**config.mk**
```make
export PLATFORM = sky130hd
export DESIGN_NAME = ccirq_core
export DESIGN_NICKNAME = d
export VERILOG_FILES = /design/src/rtl/ccirq_pkg.sv /design/src/rtl/ccirq_core.sv
export SDC_FILE = /design/constraint.sdc
export NUM_CORES = 1
export LEC_CHECK = 0
export ABC_AREA = 1
export BUFFER_PORTS_ARGS = -buffer_cell sky130_fd_sc_hd__buf_2
export CAP_MARGIN = 25
export CORE_MARGIN = 8
export CORE_UTILIZATION = 46
export DETAILED_ROUTE_END_ITERATION = 12
export PLACE_DENSITY = 0.78
export SYNTH_ARGS = -nofsm -noshare
export SYNTH_HDL_FRONTEND = slang
export SYNTH_SLANG_ARGS = --single-unit
```
**constraint.sdc**
```tcl
create_clock -name mclk -period 5.9 [get_ports mclk]
set_input_delay 0.59 -clock mclk [delete_from_list [all_inputs] [get_ports mclk]]
set_output_delay 0.59 -clock mclk [all_outputs]
set_load 0.03 [all_outputs]
```
**src/rtl/ccirq_pkg.sv**
```systemverilog
// package: flags register layout, offsets and priority encodings
package ccirq_pkg;
    // ---------------------------------------------------------------
    // flags register bits
    // ---------------------------------------------------------------
    localparam int BIT_CARRY     = 0;
    localparam int BIT_ZERO      = 1;
    localparam int BIT_NEG       = 2;
    localparam int BIT_MASK_LO   = 3;
    localparam int BIT_NIBBLE    = 4;
    localparam int BIT_MASK_HI   = 5;
    localparam int BIT_ONE_LO    = 6;
    localparam int BIT_ONE_HI    = 7;
    localparam int RES_MSB       = 7;
    localparam int NIB_BIT       = 4;
    localparam logic [7:0] FLAGS_RESET    = 8'he8;
    localparam logic [7:0] FLAGS_ONE_MASK = 8'hc0;
    // ---------------------------------------------------------------
    // software priority codes (upper, lower)
    // ---------------------------------------------------------------
    localparam logic [1:0] PRIO_LVL0 = 2'h2;
    localparam logic [1:0] PRIO_LVL1 = 2'h1;
    localparam logic [1:0] PRIO_LVL2 = 2'h0;
    localparam logic [1:0] PRIO_LVL3 = 2'h3;
    // ---------------------------------------------------------------
    // sources: 0..4 numbered, 5 is the top level pin
    // ---------------------------------------------------------------
    localparam int NSRC = 6;
    localparam int SRC_TOP = 5;
    localparam logic [2:0] SRC_NONE = 3'h7;
    // ---------------------------------------------------------------
    // wishbone map (word addresses in bytes)
    // ---------------------------------------------------------------
    localparam logic [7:0] ADR_FLAGS   = 8'h00;
    localparam logic [7:0] ADR_PRIO    = 8'h04;
    localparam logic [7:0] ADR_HALTCAP = 8'h08;
    localparam logic [7:0] ADR_STATUS  = 8'h0c;
    localparam logic [7:0] ADR_CTRL    = 8'h10;
    localparam logic [11:0] PRIO_RESET    = 12'hfff;
    localparam logic [5:0]  HALTCAP_RESET = 6'h21;
    // ---------------------------------------------------------------
    // flag update operations from the datapath
    // ---------------------------------------------------------------
    typedef enum logic [3:0] {
        CCIRQ_OP_NONE, CCIRQ_OP_ADD, CCIRQ_OP_ARITH, CCIRQ_OP_LOGIC,
        CCIRQ_OP_SHIFT, CCIRQ_OP_BTJ, CCIRQ_OP_SCF, CCIRQ_OP_RCF,
        CCIRQ_OP_MASK_CLR, CCIRQ_OP_MASK_SET, CCIRQ_OP_RET, CCIRQ_OP_POP,
        CCIRQ_OP_HALT, CCIRQ_OP_WAIT
    } ccirq_op_e;
endpackage : ccirq_pkg

```
**src/rtl/ccirq_core.sv**
```systemverilog
// condition flags register with interrupt priority arbitration
// ---------------------------------------------------------------
// ---------------------------------------------------------------
//
// Our own choices: the Wishbone slave port and the address map.
`timescale 1ns/1ps
module ccirq_core (
    // clock and reset
    input  wire logic                 mclk,
    input  wire logic                 rst_b,
    // datapath flag update
    input  wire logic                 op_valid,
    input  wire ccirq_pkg::ccirq_op_e op_code,
    input  wire logic [7:0]           op_result,
    input  wire logic                 op_carry,
    input  wire logic                 op_nibble_carry,
    input  wire logic [7:0]           op_pop_data,
    input  wire logic [1:0]           op_mask_data,
    // interrupt requests and entry handshake
    input  wire logic [5:0]           irq_pending,
    input  wire logic                 irq_ack,
    // flags and interrupt outputs
    output logic [7:0]                flags_register,
    output logic                      irq_take,
    output logic [2:0]                irq_source,
    output logic                      low_power,
    output logic                      in_halt,
    // wishbone slave
    input  wire logic                 wb_cyc_i,
    input  wire logic                 wb_stb_i,
    input  wire logic                 wb_we_i,
    input  wire logic [7:0]           wb_adr_i,
    input  wire logic [3:0]           wb_sel_i,
    input  wire logic [31:0]          wb_dat_i,
    output logic [31:0]               wb_dat_o,
    output logic                      wb_ack_o,
    output logic                      wb_err_o
);
    import ccirq_pkg::*;

    // ---------------------------------------------------------------
    // state
    // ---------------------------------------------------------------
    typedef enum {CCIRQ_RUN, CCIRQ_WAIT, CCIRQ_HALT} ccirq_pwr_e;

    logic [7:0]  flags_reg,   flags_next;
    logic [11:0] prio_reg,    prio_next;
    logic [5:0]  haltcap_reg, haltcap_next;
    logic        nested_reg,  nested_next;
    logic [2:0]  depth_reg,   depth_next;
    logic        from_halt_reg, from_halt_next;
    ccirq_pwr_e  pwr_reg,     pwr_next;
    logic        take_reg,    take_next;
    logic [2:0]  src_reg,     src_next;
    logic [31:0] rdat_reg,    rdat_next;
    logic        ack_reg,     ack_next;
    logic        err_reg,     err_next;

    logic [1:0]  cur_lvl;
    logic [1:0]  src_lvl [NSRC];
    logic [5:0]  eligible;
    logic [2:0]  win_src;
    logic [1:0]  win_lvl;
    logic        win_any;
    logic        wb_req;
    logic        mapped;

    // ---------------------------------------------------------------
    // priority level decode
    // ---------------------------------------------------------------
    // mask pair decode
    function automatic logic [1:0] lvl_of(input logic [1:0] code);
        case (code)
            PRIO_LVL0: lvl_of = 2'h0;
            PRIO_LVL1: lvl_of = 2'h1;
            PRIO_LVL2: lvl_of = 2'h2;
            default:   lvl_of = 2'h3;
        endcase
    endfunction : lvl_of

    assign cur_lvl = lvl_of({flags_reg[BIT_MASK_HI], flags_reg[BIT_MASK_LO]});

    genvar gi;
    generate
        for (gi = 0; gi < NSRC; gi++) begin : g_src
            assign src_lvl[gi] = lvl_of(prio_reg[2*gi +: 2]);
            assign eligible[gi] = irq_pending[gi] && (pwr_reg != CCIRQ_HALT || haltcap_reg[gi]);
        end
    endgenerate

    // ---------------------------------------------------------------
    // arbitration
    // ---------------------------------------------------------------
    always_comb begin
        int s;
        s       = 0;
        win_src = SRC_NONE;
        win_lvl = 2'h0;
        win_any = 1'b0;
        // fixed order ties
        // visit pin first, then source 0 up to source 4; strict compare keeps the earlier one on ties
        // higher level wins
        for (int k = 0; k < NSRC; k++) begin
            s = (k == 0) ? SRC_TOP : k - 1;
            if (eligible[s] && (!win_any || src_lvl[s] > win_lvl)) begin
                win_any = 1'b1;
                win_lvl = src_lvl[s];
                win_src = s[2:0];
            end
        end
    end

    assign wb_req = wb_cyc_i && wb_stb_i && !ack_reg && !err_reg;
    assign mapped = wb_adr_i == ADR_FLAGS || wb_adr_i == ADR_PRIO || wb_adr_i == ADR_HALTCAP
                 || wb_adr_i == ADR_STATUS || wb_adr_i == ADR_CTRL;

    // ---------------------------------------------------------------
    // next state
    // ---------------------------------------------------------------
    always_comb begin
        flags_next     = flags_reg;
        prio_next      = prio_reg;
        haltcap_next   = haltcap_reg;
        nested_next    = nested_reg;
        depth_next     = depth_reg;
        from_halt_next = from_halt_reg;
        pwr_next       = pwr_reg;
        take_next      = take_reg;
        src_next       = src_reg;
        rdat_next      = 32'h0;
        ack_next       = 1'b0;
        err_next       = 1'b0;

        if (op_valid) begin
            case (op_code)
                CCIRQ_OP_ADD: begin
                    flags_next[BIT_NIBBLE] = op_nibble_carry;
                    flags_next[BIT_NEG]    = op_result[RES_MSB];
                    flags_next[BIT_ZERO]   = op_result == 8'h00;
                    flags_next[BIT_CARRY]  = op_carry;
                end
                CCIRQ_OP_ARITH, CCIRQ_OP_SHIFT: begin
                    flags_next[BIT_NEG]   = op_result[RES_MSB];
                    flags_next[BIT_ZERO]  = op_result == 8'h00;
                    flags_next[BIT_CARRY] = op_carry;
                end
                CCIRQ_OP_LOGIC: begin
                    flags_next[BIT_NEG]  = op_result[RES_MSB];
                    flags_next[BIT_ZERO] = op_result == 8'h00;
                end
                CCIRQ_OP_BTJ: flags_next[BIT_CARRY] = op_carry;
                CCIRQ_OP_SCF: flags_next[BIT_CARRY] = 1'b1;
                CCIRQ_OP_RCF: flags_next[BIT_CARRY] = 1'b0;
                CCIRQ_OP_MASK_CLR: begin
                    flags_next[BIT_MASK_HI] = PRIO_LVL0[1];
                    flags_next[BIT_MASK_LO] = PRIO_LVL0[0];
                end
                CCIRQ_OP_MASK_SET: begin
                    flags_next[BIT_MASK_HI] = PRIO_LVL3[1];
                    flags_next[BIT_MASK_LO] = PRIO_LVL3[0];
                end
                CCIRQ_OP_RET, CCIRQ_OP_POP: begin
                    flags_next = op_pop_data | FLAGS_ONE_MASK;
                    if (op_code == CCIRQ_OP_RET && depth_reg != 3'h0) begin
                        depth_next = depth_reg - 3'h1;
                    end
                end
                CCIRQ_OP_HALT, CCIRQ_OP_WAIT: begin
                    flags_next[BIT_MASK_HI] = op_mask_data[1];
                    flags_next[BIT_MASK_LO] = op_mask_data[0];
                    pwr_next = (op_code == CCIRQ_OP_HALT) ? CCIRQ_HALT : CCIRQ_WAIT;
                end
                default: ;
            endcase
        end

        if (pwr_reg != CCIRQ_RUN && win_any) begin
            pwr_next = CCIRQ_RUN;
            from_halt_next = pwr_reg == CCIRQ_HALT;
        end

        if (!take_reg && win_any && win_lvl > cur_lvl && (nested_reg || depth_reg == 3'h0)
            && (!from_halt_reg || haltcap_reg[win_src])) begin
            take_next = 1'b1;
            src_next  = win_src;
        end else if (take_reg && irq_ack) begin
            take_next = 1'b0;
            from_halt_next = 1'b0;
            depth_next = depth_reg + 3'h1;
            flags_next[BIT_MASK_HI] = prio_reg[2*src_reg + 1];
            flags_next[BIT_MASK_LO] = prio_reg[2*src_reg];
        end

        // wishbone register access
        if (wb_req) begin
            ack_next = mapped;
            err_next = !mapped;
            if (wb_we_i && mapped) begin
                case (wb_adr_i)
                    ADR_FLAGS:   if (wb_sel_i[0]) flags_next = wb_dat_i[7:0] | FLAGS_ONE_MASK;
                    ADR_PRIO: begin
                        if (wb_sel_i[0]) prio_next[7:0]  = wb_dat_i[7:0];
                        if (wb_sel_i[1]) prio_next[11:8] = wb_dat_i[11:8];
                    end
                    ADR_HALTCAP: if (wb_sel_i[0]) haltcap_next = wb_dat_i[5:0];
                    ADR_CTRL:    if (wb_sel_i[0]) nested_next = wb_dat_i[0];
                    default: ;
                endcase
            end else if (mapped) begin
                case (wb_adr_i)
                    ADR_FLAGS:   rdat_next = {24'h0, flags_reg | FLAGS_ONE_MASK};
                    ADR_PRIO:    rdat_next = {20'h0, prio_reg};
                    ADR_HALTCAP: rdat_next = {26'h0, haltcap_reg};
                    ADR_STATUS:  rdat_next = {24'h0, take_reg, src_reg, depth_reg, from_halt_reg};
                    ADR_CTRL:    rdat_next = {31'h0, nested_reg};
                    default:     rdat_next = 32'h0;
                endcase
            end
        end
    end

    // ---------------------------------------------------------------
    // registers
    // ---------------------------------------------------------------
    always_ff @(posedge mclk) begin
        if (!rst_b) begin
            flags_reg     <= FLAGS_RESET;
            prio_reg      <= PRIO_RESET;
            haltcap_reg   <= HALTCAP_RESET;
            nested_reg    <= 1'b0;
            depth_reg     <= 3'h0;
            from_halt_reg <= 1'b0;
            pwr_reg       <= CCIRQ_RUN;
            take_reg      <= 1'b0;
            src_reg       <= SRC_NONE;
            rdat_reg      <= 32'h0;
            ack_reg       <= 1'b0;
            err_reg       <= 1'b0;
        end else begin
            flags_reg     <= flags_next;
            prio_reg      <= prio_next;
            haltcap_reg   <= haltcap_next;
            nested_reg    <= nested_next;
            depth_reg     <= depth_next;
            from_halt_reg <= from_halt_next;
            pwr_reg       <= pwr_next;
            take_reg      <= take_next;
            src_reg       <= src_next;
            rdat_reg      <= rdat_next;
            ack_reg       <= ack_next;
            err_reg       <= err_next;
        end
    end

    assign flags_register = flags_reg;
    assign irq_take       = take_reg;
    assign irq_source     = src_reg;
    assign low_power      = pwr_reg != CCIRQ_RUN;
    assign in_halt        = pwr_reg == CCIRQ_HALT;
    assign wb_dat_o       = rdat_reg;
    assign wb_ack_o       = ack_reg;
    assign wb_err_o       = err_reg;
endmodule : ccirq_core

```
==> results <==
- Detailed placement finished with a half-perimeter wire length of 8610 um.
- At the end of the flow, the number of nets in the layout was 756.
- Summed over all cells, the static leakage comes to 2.42 nW.
- No sink is reached through more buffers than the 2 on the longest clock path.
- The flop-to-flop setup slack is -250 ps.
- The number of clock sinks seen by CTS is 51.
- The via count is 3892.
- The area growth from synthesis to layout is 28.6%.
- At the worst endpoint, the arrival time is 6330 ps.
- For this design, the CTS-stage hold fixing added 0 buffers.
- At the end of the flow the core is filled with cells to 60.0%.
- The cell area after technology mapping is 3550 um^2.
- The delay of the slowest cell on the worst path is 350 ps.
- The switching power is 0.000386 W.
- TritonCTS built the clock tree.
- The total DRC errors in the routed layout is 0.
- Internal power comes to 0.000609 W.
- The number of distinct standard cells referenced by the synthesized netlist is 42.
- The switching share of total power is 38.8%.
- Counting flops and latches in the post-synthesis netlist gives 51.
- The worst register-to-register path begins at prio_reg[11]$_SDFFE_PN1P_.
- The flow ran to the end, but the final reports show violations.
- On the final layout, the worst clock skew is 7.04 ps.
- The count of flip-flops with a built-in enable after synthesis is 0.
- The maximum level of the CTS H-tree is 2.
- The total power density per cell area is 218 nW/um^2.
- From bottom edge to top edge, the die measures 104 um.
- The first global-routing pass estimated 17500 um of wire.
- Among all stages on the critical path, the largest delay is contributed by sky130_fd_sc_hd__dfxtp_2.
- The worst-case setup margin in the final layout is -249 ps.
- The initial antenna violation count is 0.
- The most used flip-flop cell after synthesis is sky130_fd_sc_hd__dfxtp_1.
- The post-route clock period utilization is 104%.
- The cell that appears most often on the critical path is sky130_fd_sc_hd__nand2_2.
- The final reports fail on setup timing.
- The minimum clock period after layout is 6150 ps.
- The setup violation total in the final timing report is 4.
- The region available for standard cell placement spans 7610 um^2.
- The worst slack after detailed placement is -741 ps.
- The initial utilization of the core area, before any placement, comes to 46.7%.
- The cell count after synthesis is 519.
- The depth of the most critical reg-to-reg path is 51.
- The synthesized area divided by synthesized cell count is 6.84 um^2.
- The overall overflow remaining after global route is 0.
- The startpoint of the lowest-slack hold path is flags_register[6]$_SDFF_PN1_.
- STA classifies the critical path endpoint as a flop.
- The routed wire length is 11000 um.
- The path with the worst hold slack has its endpoint at flags_register[6]$_SDFF_PN1_.
- Entering global routing, the biggest net connects 24 pins.
- The worst pin sits at a relative slew slack of 49.6%.
- The number of cell rows is 32.
- The share of final-layout standard cells stronger than drive strength 1 is 30.1%.
- The floorplan die area is 10800 um^2.
- The via count of the first global-routing pass is 3832.
- Along the worst path, the maximum fanout reaches 5.
- The worst hold path was traced through 2 stages.
- The largest vdd supply drop is 0.119 mV.
- The count of pins over their slew limit is 0.
- The number of endpoints with negative hold slack in the final report is 0.
- 0 antenna diodes ended up in the layout.
- Combinational cells account for 40.3% of the total power.
- In this run the clock root is driven by a sky130_fd_sc_hd__clkbuf_8.
- The die is 104 um wide.
- The congestion estimate from routability-driven global placement came to 0.878.
- In the global route stage, overall resource usage came out at 19.3%.
- The portion of total power attributed to sequential cells is 39.8%.
- The clock input transition at the sequential cells of the worst setup and hold paths is 90 ps.
- The share of the yosys chip area belonging to registers is 28.8%.
- Max-cap violations in this run came to 0.
- 129 I/O pins were placed.
- The total clock buffers created by CTS is 5.
- sky130_fd_sc_hd__dfxtp_1 takes more of the synthesized area than any other cell.
- The critical path in this run is classified as flop to flop.
- The detailed-routing iteration count for the pre-antenna-repair pass is 5.
- The worst hold path belongs to the class flop to flop.
- The share of flip-flops with an asynchronous set or reset is 0%.
- For this block, the initial DRC count from the detailed router was 224.
- Static timing analysis puts the maximum clock frequency at 163 MHz.
- The count of warnings emitted by yosys is 0.
- The share of the synthesized area in the top cell type is 28.8%.
- For the pin with the worst max-slew slack, the measured transition is 749 ps.
- Setup repair after global routing could not meet its margin everywhere.
- The fraction of power consumed by the clock network is 19.9%.
- The worst reg2reg path endpoint is irq_source[2]$_SDFFE_PN1P_.
- At the worst endpoint, the required time is 6080 ps.
- Dividing the detail-routed via count by the number of cells gives 5.20.
- After synthesis, the cell types taking the most area are sky130_fd_sc_hd__dfxtp_1 (29%), sky130_fd_sc_hd__nand2_1 (11%), sky130_fd_sc_hd__ha_1 (10%).
- The wire length per cell is 14.7 um.
- The element type at the critical path start is a flop.
- In this run the remaining antenna-violating nets after routing total 0.
- The clock latency of the later-clocked register in the worst-skew pair is 300 ps.
- Buffers placed on the I/O ports in this run total 84.
power groups by stage:
stage / Sequential (W) / Combinational, W / Clock (W)
after global placement: 0.000401 / 0.000319 / 0
after floorplan: 0.000413 / 0.000220 / 0
final: 0.000397 / 0.000401 / 0.000198
after global routing: 0.000400 / 0.000444 / 0.000215
after detailed placement: 0.000402 / 0.000331 / 0
after CTS: 0.000394 / 0.000365 / 0.000197
cell usage in the layout, fill, tap and decap left out, types with 22 or more instances in the layout:
cell and instances:
sky130_fd_sc_hd__nor2_1 46, sky130_fd_sc_hd__o21ai_0 22, sky130_fd_sc_hd__nand2_1 98, sky130_fd_sc_hd__buf_2 84, sky130_fd_sc_hd__inv_1 73, sky130_fd_sc_hd__buf_4 39
sky130_fd_sc_hd__a21oi_1 35, sky130_fd_sc_hd__ha_1 25, sky130_fd_sc_hd__nand3_1 27, sky130_fd_sc_hd__dfxtp_1 47
per-stage QoR:
| step | cells | power [W] | setup TNS (ps) | area, um^2 | hold slack, ps |
|---|---|---|---|---|---|
| 2_1_floorplan | 538 | 0.000633 | 0 | 3620 | 444 |
| 3_3_place_gp | 720 | 0.000720 | -2370 | 4160 | 448 |
| 3_5_place_dp | 720 | 0.000733 | -2880 | 4160 | 453 |
| 4_1_cts | 743 | 0.000956 | -576 | 4470 | 476 |
| 5_1_grt | 749 | 0.00106 | -2640 | 4560 | 497 |
| 6_report | 749 | 0.000995 | -904 | 4560 | 471 |
cell usage after synthesis (2+ instances only):
master and instances:
sky130_fd_sc_hd__a211oi_1 4, sky130_fd_sc_hd__a21oi_1 37, sky130_fd_sc_hd__a221oi_1 3, sky130_fd_sc_hd__a32oi_1 2, sky130_fd_sc_hd__buf_4 20, sky130_fd_sc_hd__clkbuf_1 3, sky130_fd_sc_hd__dfxtp_1 51, sky130_fd_sc_hd__ha_1 29
sky130_fd_sc_hd__inv_1 75, sky130_fd_sc_hd__inv_2 6, sky130_fd_sc_hd__nand2_1 105, sky130_fd_sc_hd__nand2_2 10, sky130_fd_sc_hd__nand2_4 2, sky130_fd_sc_hd__nand3_1 28, sky130_fd_sc_hd__nand4_1 3, sky130_fd_sc_hd__nor2_1 50
sky130_fd_sc_hd__nor3_1 10, sky130_fd_sc_hd__nor3_4 4, sky130_fd_sc_hd__nor4_1 3, sky130_fd_sc_hd__o211ai_1 14, sky130_fd_sc_hd__o21ai_0 27, sky130_fd_sc_hd__o21ai_1 9, sky130_fd_sc_hd__o21ai_2 2, sky130_fd_sc_hd__o22ai_1 3
sky130_fd_sc_hd__xnor2_1 2
metal layers:
| metal | wire, um | GRT usage, % | up-vias |
|---|---|---|---|
| met4 | 281 | 6.83 | 0 |
| met3 | 700 | 4.83 | 27 |
| met5 | 0 | 0 | - |
| li1 | - | - | 1933 |
| met1 | 4750 | 22.8 | 1772 |
| met2 | 5280 | 33.1 | 160 |
area by class of cell:
type,count,area (um^2)
clock inverters,2,12.5
flip-flops and latches,51,1030
clock buffers,6,72.6
inverters,82,310
multi-input cells,380,2270
repair buffers,126,747
well taps,102,128
fillers,708,3040
what timing repair did:
item | in CTS | in global routing
pin swaps | 32 | 35
hold endpoints to repair | 0 | 0
gates resized for setup | 34 | 11
setup buffers | 15 | 6
setup endpoints to repair | 4 | 4
logic make-up (layout without fill, tap and decap cells):
| family | Yosys count | in the layout | synth area share [%] |
|---|---|---|---|
| AND/OR/NAND/NOR | 220 | 220 | 28.7 |
| AO/OA/AOI/OAI | 109 | 109 | 18.2 |
| buffers and inverters | 107 | 216 | 13.6 |
| flip-flops | 51 | 51 | 28.8 |
| adder cells (fa/ha/maj) | 29 | 29 | 10.2 |
| XOR/XNOR | 2 | 2 | 0.494 |
| other | 1 | 20 | 0.106 |
worst max-delay path: cells and delay by family, from the launching register on:
kind	cells	cell delay, ps
flops	1	350
buf+inv	7	510
simple gates	24	1810
compound gates	13	1450
fa+ha+maj	7	1870
how the worst max path moves through the flow:
stage | from | to | slack (ps) | depth (start not counted)
floorplan | irq_pending[5] | irq_source[1]$_SDFFE_PN1P_ | 50 | 50
global placement | irq_pending[5] | irq_source[0]$_SDFFE_PN1P_ | -610 | 51
detailed placement | irq_pending[5] | irq_source[2]$_SDFFE_PN1P_ | -740 | 52
CTS | prio_reg[11]$_SDFFE_PN1P_ | irq_source[2]$_SDFFE_PN1P_ | -160 | 51
global route | haltcap_reg[5]$_SDFFE_PN1P_ | irq_source[1]$_SDFFE_PN1P_ | -680 | 53
finish | prio_reg[11]$_SDFFE_PN1P_ | irq_source[2]$_SDFFE_PN1P_ | -250 | 51
Note: power is estimated with default switching activity, not from simulation.
